==> config.mk <==
export PLATFORM = sky130hd
export DESIGN_NAME = flash_bus_pins
export DESIGN_NICKNAME = d
export VERILOG_FILES = /design/src/verilog/flash_pin_pkg.sv /design/src/verilog/pin_sync.sv /design/src/verilog/flash_bus_pins.sv
export SDC_FILE = /design/constraint.sdc
export NUM_CORES = 1
export LEC_CHECK = 0
export ABC_CLOCK_PERIOD_IN_PS = 4500
export BUFFER_PORTS_ARGS = -buffer_cell sky130_fd_sc_hd__buf_2
export CAP_MARGIN = 15
export CORE_MARGIN = 3
export CORE_UTILIZATION = 61
export CTS_BUF_LIST = sky130_fd_sc_hd__clkbuf_4 sky130_fd_sc_hd__clkbuf_8
export DETAILED_ROUTE_END_ITERATION = 16
export GPL_TIMING_DRIVEN = 0
export PLACE_DENSITY = 0.87
export SLEW_MARGIN = 20
export SYNTH_ARGS = -nofsm -noshare
export SYNTH_HDL_FRONTEND = slang
export SYNTH_SLANG_ARGS = --single-unit
==> constraint.sdc <==
create_clock -name clk -period 4.5 [get_ports clk]
set_input_delay 0.9 -clock clk [delete_from_list [all_inputs] [get_ports clk]]
set_output_delay 0.9 -clock clk [all_outputs]
set_load 0.02 [all_outputs]
==> src/verilog/flash_pin_pkg.sv <==
// How it works
// - Hold level polarity follows config bit ten
// - Hold drives only with select and enable low
// - Sync burst: hold asserted means data invalid
// - Hold deasserted in async reads and writes
// - Sync: latch on strobe rise or clock
// - Async: latch on strobe rise, flow while strobe low
// - Die select low activates, high floats outputs
// - Output enable high floats data and hold
// - Address width 24 or 25 bits, bit zero lowest
// - Top address bit high selects top die
// - Reset gives async array reads, blocks writes
// - Write latched on first strobe or select rise
package flash_pin_pkg;
  localparam int DATA_W = 16;             // Data bus width
  localparam int ADDR_W_SMALL = 24;       // Single die address width
  localparam int ADDR_W_LARGE = 25;       // Dual die address width
  localparam int TOP_DIE_BIT = 24;        // Address bit that picks the top die
  localparam int HOLD_POL_BIT = 10;       // Polarity bit inside the read config word
  localparam int CFG_W = 16;              // Read config word width
  localparam int CTRL_W = 5;              // Synchronised control pins
  localparam logic [CTRL_W-1:0] CTRL_RST = 5'h0f; // Strobes idle high, bus clock low
  localparam logic [DATA_W-1:0] DATA_RST = 16'h0000;

  // Read mode of the die, one-hot
  typedef enum logic [1:0] {
    MODE_ASYNC = 2'b01,
    MODE_SYNC = 2'b10
  } read_mode_t;
endpackage

==> src/verilog/pin_sync.sv <==
`timescale 1ns/100ps
// Two flop synchroniser for pins from outside the clock domain
module pin_sync #(
  parameter int W = 1,
  parameter logic [W-1:0] RST_VAL = '0
) (
  input wire logic clk,
  input wire logic nrst,
  input wire logic ce,
  input wire logic [W-1:0] d,
  output logic [W-1:0] q
);
  logic [W-1:0] meta_r; // First stage, read only by the second

  // Both stages share reset and enable
  always_ff @(posedge clk) begin
    if (!nrst) begin
      meta_r <= RST_VAL;
      q <= RST_VAL;
    end else if (ce) begin
      meta_r <= d;
      q <= meta_r;
    end
  end
endmodule

==> src/verilog/flash_bus_pins.sv <==
`timescale 1ns/100ps
// Pin side control of a parallel flash die: address latch, write capture,
// output drive enables and the data-valid hold indicator.
module flash_bus_pins
  import flash_pin_pkg::*;
#(
  parameter int ADDR_W = flash_pin_pkg::ADDR_W_LARGE,
  parameter bit TWO_DIE = 1'b1
) (
  input wire logic clk,
  input wire logic nrst,
  input wire logic ce,
  // Host pins
  input wire logic [ADDR_W-1:0] addr_pin,
  input wire logic addr_valid_n,
  input wire logic die_select_n,
  input wire logic die_output_drive_n,
  input wire logic write_strobe_n,
  input wire logic bus_clk,
  input wire logic [flash_pin_pkg::DATA_W-1:0] dq_in,
  output logic [flash_pin_pkg::DATA_W-1:0] dq_out,
  output logic dq_oe,
  output logic hold_out,
  output logic hold_oe,
  // Core side, same clock
  input wire logic [flash_pin_pkg::CFG_W-1:0] read_config_reg,
  input wire logic sync_read_req,
  input wire logic core_data_ready,
  input wire logic [flash_pin_pkg::DATA_W-1:0] core_rd_data,
  output logic [ADDR_W-1:0] addr_latched,
  output logic addr_strobe,
  output logic top_die_sel,
  output logic die_active,
  output logic sync_mode_active,
  output logic wr_valid,
  output logic [ADDR_W-1:0] wr_addr,
  output logic [flash_pin_pkg::DATA_W-1:0] wr_data
);
  import flash_pin_pkg::*;

  // Only the two documented address widths are served
  initial begin
    if (ADDR_W != ADDR_W_SMALL && ADDR_W != ADDR_W_LARGE) begin
      $error("ADDR_W must be 24 or 25");
    end
    if (TWO_DIE && ADDR_W != ADDR_W_LARGE) begin
      $error("Dual die needs the wide address");
    end
  end

  // Synchronised pins
  logic [CTRL_W-1:0] ctrl_s;
  logic [ADDR_W-1:0] addr_s; // Bit zero is the lowest address bit
  logic [DATA_W-1:0] dq_s;
  logic adv_n_s; // Address strobe
  logic cs_n_s; // Die select
  logic oe_n_s; // Output drive enable
  logic we_n_s; // Write strobe
  logic bclk_s; // Bus clock level

  // Control pins travel together so their relative order survives
  pin_sync #(.W(CTRL_W), .RST_VAL(CTRL_RST)) u_ctrl_sync (
    .clk(clk),
    .nrst(nrst),
    .ce(ce),
    .d({bus_clk, write_strobe_n, die_output_drive_n, die_select_n, addr_valid_n}),
    .q(ctrl_s)
  );

  // Address and data take the same two stages as the strobes
  pin_sync #(.W(ADDR_W)) u_addr_sync (
    .clk(clk),
    .nrst(nrst),
    .ce(ce),
    .d(addr_pin),
    .q(addr_s)
  );

  pin_sync #(.W(DATA_W)) u_data_sync (
    .clk(clk),
    .nrst(nrst),
    .ce(ce),
    .d(dq_in),
    .q(dq_s)
  );

  assign adv_n_s = ctrl_s[0];
  assign cs_n_s = ctrl_s[1];
  assign oe_n_s = ctrl_s[2];
  assign we_n_s = ctrl_s[3];
  assign bclk_s = ctrl_s[4];

  // Previous samples for edge detection
  logic adv_n_prev_r;
  logic bclk_prev_r;
  logic wr_act_prev_r;

  // Read mode and address capture state
  read_mode_t mode_r, mode_nxt;
  logic adv_done_r, adv_done_nxt; // Address already taken in this strobe-low phase
  logic [ADDR_W-1:0] addr_r, addr_nxt;
  logic [ADDR_W-1:0] wa_r; // Write address tracked while the write is open
  logic [DATA_W-1:0] wd_r; // Write data tracked while the write is open

  // Decoded conditions
  wire selected = !cs_n_s;
  wire drive_ok = selected && !oe_n_s;
  wire read_cycle = drive_ok && we_n_s;
  wire is_sync = (mode_r == MODE_SYNC);
  wire adv_low = !adv_n_s;
  wire adv_rise = adv_n_s && !adv_n_prev_r;
  wire bclk_rise = is_sync && bclk_s && !bclk_prev_r;
  wire wr_act = selected && !we_n_s;
  wire wr_end = wr_act_prev_r && !wr_act;
  wire sync_take = is_sync && !adv_done_r && (adv_rise || (bclk_rise && adv_low));
  wire async_flow = !is_sync && adv_low;
  wire async_take = !is_sync && adv_rise;
  wire hold_assert = is_sync && read_cycle && !core_data_ready;
  wire hold_pol = read_config_reg[HOLD_POL_BIT];

  // Polarity maps the abstract assert onto a pin level
  function automatic logic hold_level(input logic asserted, input logic pol);
    hold_level = pol ? asserted : !asserted;
  endfunction

  // Mode only changes while the die is idle, so a burst is never cut
  always_comb begin
    mode_nxt = mode_r;
    case (mode_r)
      MODE_ASYNC: begin
        if (!selected && sync_read_req) begin
          mode_nxt = MODE_SYNC;
        end
      end
      MODE_SYNC: begin
        if (!selected && !sync_read_req) begin
          mode_nxt = MODE_ASYNC;
        end
      end
      default: begin
        mode_nxt = MODE_ASYNC;
      end
    endcase
  end

  // Address latch: flow, capture or hold
  always_comb begin
    addr_nxt = addr_r;
    adv_done_nxt = adv_done_r;
    if (sync_take || async_flow || async_take) begin
      addr_nxt = addr_s;
    end
    if (!adv_low) begin
      // New strobe-low phase may capture again
      adv_done_nxt = 1'b0;
    end else if (sync_take) begin
      adv_done_nxt = 1'b1;
    end
  end

  // Edge history
  always_ff @(posedge clk) begin
    if (!nrst) begin
      adv_n_prev_r <= 1'b1;
      bclk_prev_r <= 1'b0;
      wr_act_prev_r <= 1'b0;
    end else if (ce) begin
      adv_n_prev_r <= adv_n_s;
      bclk_prev_r <= bclk_s;
      wr_act_prev_r <= wr_act;
    end
  end

  // Reset always lands in async array reads
  always_ff @(posedge clk) begin
    if (!nrst) begin
      mode_r <= MODE_ASYNC;
      adv_done_r <= 1'b0;
      addr_r <= '0;
    end else if (ce) begin
      mode_r <= mode_nxt;
      adv_done_r <= adv_done_nxt;
      addr_r <= addr_nxt;
    end
  end

  // Write tracking: the last values before the first rise of strobe or select win
  always_ff @(posedge clk) begin
    if (!nrst) begin
      wa_r <= '0;
      wd_r <= DATA_RST;
    end else if (ce && wr_act) begin
      wa_r <= addr_s;
      wd_r <= dq_s;
    end
  end

  // Write capture; held in reset, so no write can slip through
  always_ff @(posedge clk) begin
    if (!nrst) begin
      wr_valid <= 1'b0;
      wr_addr <= '0;
      wr_data <= DATA_RST;
    end else if (ce) begin
      wr_valid <= wr_end;
      if (wr_end) begin
        wr_addr <= wa_r;
        wr_data <= wd_r;
      end
    end
  end

  // Address side outputs
  always_ff @(posedge clk) begin
    if (!nrst) begin
      addr_latched <= '0;
      addr_strobe <= 1'b0;
      top_die_sel <= 1'b0;
    end else if (ce) begin
      addr_latched <= addr_nxt;
      addr_strobe <= sync_take || async_take;
      top_die_sel <= TWO_DIE && addr_nxt[ADDR_W-1];
    end
  end

  // Pin drive; data from the core is registered once before it leaves
  always_ff @(posedge clk) begin
    if (!nrst) begin
      dq_out <= DATA_RST;
      dq_oe <= 1'b0;
      hold_out <= 1'b0;
      hold_oe <= 1'b0;
      die_active <= 1'b0;
      sync_mode_active <= 1'b0;
    end else if (ce) begin
      dq_out <= core_rd_data;
      dq_oe <= read_cycle;
      hold_out <= hold_level(hold_assert, hold_pol);
      hold_oe <= drive_ok;
      die_active <= selected;
      sync_mode_active <= (mode_nxt == MODE_SYNC);
    end
  end
endmodule

==> results.cfg <==
[place]
port_buffers = 155
hpwl_mm = 13.9
gp_congestion = 0.782
dpl_worst_slack_ps = 2420

[setup_path]
worst_setup_path_end_kind = primary output
reg2reg_from = mode_r[0]
path_cells = buf_4, buf_2
r2r_slack_ps = 2800
critPathKind = register to primary output
cp.arrival_ps = 1200
r2r_cells = 7
crit_fanout = 3
crit_family = flip-flops
r2r-end = addr_latched[20]
cpPeakStageDelay_ps = 410
cpMaxStageDelayCell = dfxtp_1
required_ps = 3600
critical_path_cell_count = 2
startpoint_type = register
worst-path-buf-inv = 2

[flow_run]
drv_cap = 0

[timing]
hold_violations = 0
timing.final.crit_share_pct = 46.7
slew_viol_final = 0
fin_setup_tns_ps = 0
finalSetupViolations = 0
clock_skew_ps = 15.0
max_slew.worst_pin.slew_ps = 507
timing.fmax_ghz = 0.475
fin_crit_ps = 2100
relSlewSlack_pct = 66.2
worst_slack_ps = 2400
grt_setup_unrepaired = false

[logic_synthesis]
async_flop_share_pct = 0
yosysUniqueCellTypes = 35
syn_nets = 979
synth_mux_area_share_pct = 15.4
synthAdderAreaFrac_pct = 0.285
syn_inst = 894
synth-seq-cells = 228
syn_area_um2 = 8770
yosys_warnings = 0
synth_top_family_by_area = simple AND/OR/NAND/NOR gates
ys_seq_area_share_pct = 52.0
synth_edf_count = 0
syn_area_per_cell_um2 = 9.81
synth_compound_area_share_pct = 8.67
synth_xor_area_share_pct = 0.0998
synth_simple_gate_area_share_pct = 18.9
ys.flop_type = dfxtp_1

[drt]
ant_nets = 0
dr.pass1.iters = 4
wl_mm = 19.8
wl_met3_um = 914
drt-wirelength-per-cell_um = 15.4
vias = 6632
maxUsedRoutingLayer = met4
viasPerCell = 5.15
route.met2.wl_mm = 9.60
drt_iter0_markers = 381
drc = 0
wl_met1_mm = 8.79

[clock_network]
cts-resized-gates = 0
cts_made_buffers = 37
cts-hold-fix-buffers = 0
h-tree-depth = 2
post_cts_buffers = 0
clk_pin_slew_ps = 60
cts_tree = done
clock_path_buffers = 3
root_buffer = clkbuf_8
insertion_delay_ps = 510
clkSinkCount = 228

[layout]
area_growth_pct = 19.6
n_antenna_cell = 0
layout.nets = 1173
drive_above_1_share_pct = 23.4
utilization_pct = 75.0
fillers = 1072

[global_routing]
grt_pass1_vias = 6730
grt_overflow = 0
antenna_found_initial = 0
grt_use_total_pct = 24.9
grt_max_degree = 11
grt_pass1_wl_mm = 32.5

[min_path]
hold_path_class = register to register
min_to = wr_addr[10]
worstHoldPathCells = 2
worstHoldStart = wa_r[10]

[floorplanning]
die_h_um = 126
die_w_um = 126
core.rowCount = 43
die_area_um2 = 15900
core_um2 = 14000
start_util_pct = 62.7
ioPinCount = 173

[power_and_ir_drop]
power.leakage_uw = 0.00452
ir_drop_uv = 248
powerDensity_nw_per_um2 = 396

[run_status]
outcome = complete, no violations
==> stage by stage <==
step                      hold slack, ps  instances  cell area [µm²]  total power [µW]
after floorplan                      430        894             8770              2340
after global placement               437       1229             9770              2430
after detailed placement             442       1229             9770              2440
after CTS                            447       1289            10500              4180
after global routing                 462       1289            10500              4300
final                                438       1289            10500              4150
==> power by group <==
part / switching, µW / total [µW] / internal [µW]
logic: 150 / 290 / 139
registers: 35.6 / 2110 / 2070
clock network: 759 / 1750 / 992
==> worst max-delay path by stage <==
stage | start | to | slack, ps
floorplan | ce | u_ctrl_sync.meta_r[0] | 2680
CTS | addr_latched[24] | addr_latched[24] | 2380
detailed placement | ce | u_data_sync.meta_r[3] | 2420
global placement | nrst | u_data_sync.q[14] | 2460
global route | addr_latched[24] | addr_latched[24] | 2350
finish | addr_latched[24] | addr_latched[24] | 2400
==> cells in the final DEF (no fill, tap or decap), types with 2 or more instances in the layout <==
cell type   netlist  final
a21boi_0         15     15
a21boi_1         70     70
a21oi_1           3      3
buf_12            2      2
buf_2            23    178
buf_4             7      7
buf_6             8      8
clkbuf_1         25     25
clkbuf_4          0     17
clkbuf_8          0     39
clkinvlp_4        0      2
dfxtp_1         228    228
ha_1              2      2
inv_1             3      3
mux2i_1         135    135
nand2_1         231    231
nand2b_1          8      8
nand3_1           3      3
nand3b_1          3      3
nor2_1            3      3
nor2b_1         103    103
o211a_1           2      2
o211ai_1          3      3
o21ai_0           3      3
==> Yosys cell counts, types with 2 or more instances <==
cell type  number  area, µm²
o21ai_0         3       15.0
o211a_1         2       20.0
a21boi_0       15        113
nor2b_1       103        644
buf_2          23        115
nand2_1       231        867
clkbuf_1       25       93.8
nand2b_1        8       50.1
o211ai_1        3       22.5
a21boi_1       70        526
nand3b_1        3       22.5
a21oi_1         3       15.0
buf_6           8       90.1
nand3_1         3       15.0
buf_12          2       40.0
mux2i_1       135       1350
dfxtp_1       228       4560
ha_1            2       25.0
buf_4           7       52.6
nor2_1          3       11.3
inv_1           3       11.3
==> registers in the layout, indices dropped and copies added (netlist names), 2 cells and up <==
register	flops
wr_addr	25
u_addr_sync.meta_r	25
addr_latched	25
wr_data	16
wa_r	25
u_ctrl_sync.meta_r	5
u_data_sync.q	16
u_addr_sync.q	25
u_ctrl_sync.q	5
wd_r	16
mode_r	2
u_data_sync.meta_r	16
dq_out	16
==> routing by layer <==
layer / global-route usage, % / up-vias
li1: - / 3311
met1: 30.8 / 3120
met2: 43.0 / 153
met3: 5.00 / 48
met4: 9.02 / 0
met5: 0 / -
==> area by class of cell <==
type	count	area [µm²]	area share, %
clock inverters	4	50.0	0.477
flip-flops and latches	228	4560	43.5
clock buffers	56	664	6.33
inverters	4	15.0	0.143
plain buffers	65	392	3.73
multi-input cells	597	3800	36.2
well taps	180	225	2.15
repair buffers	155	776	7.40
==> kinds of logic (layout without fill, tap and decap cells) <==
kind of cell             after synthesis  count (layout)
AO/OA/AOI/OAI                        102             102
adder cells (fa/ha/maj)                2               2
AND/OR/NAND/NOR                      357             357
XOR/XNOR                               1               1
multiplexers                         135             135
buffers and inverters                 69             284
flip-flops                           228             228
==> worst reg2reg max path: stages, from the launching register on <==
cell and delay, ps:
dfxtp_1 400, inv_1 90, ha_1 300, inv_2 110
o211a_1 170, buf_6 180, buf_12 170, mux2i_1 200
Power figures use the tool's default switching activity.
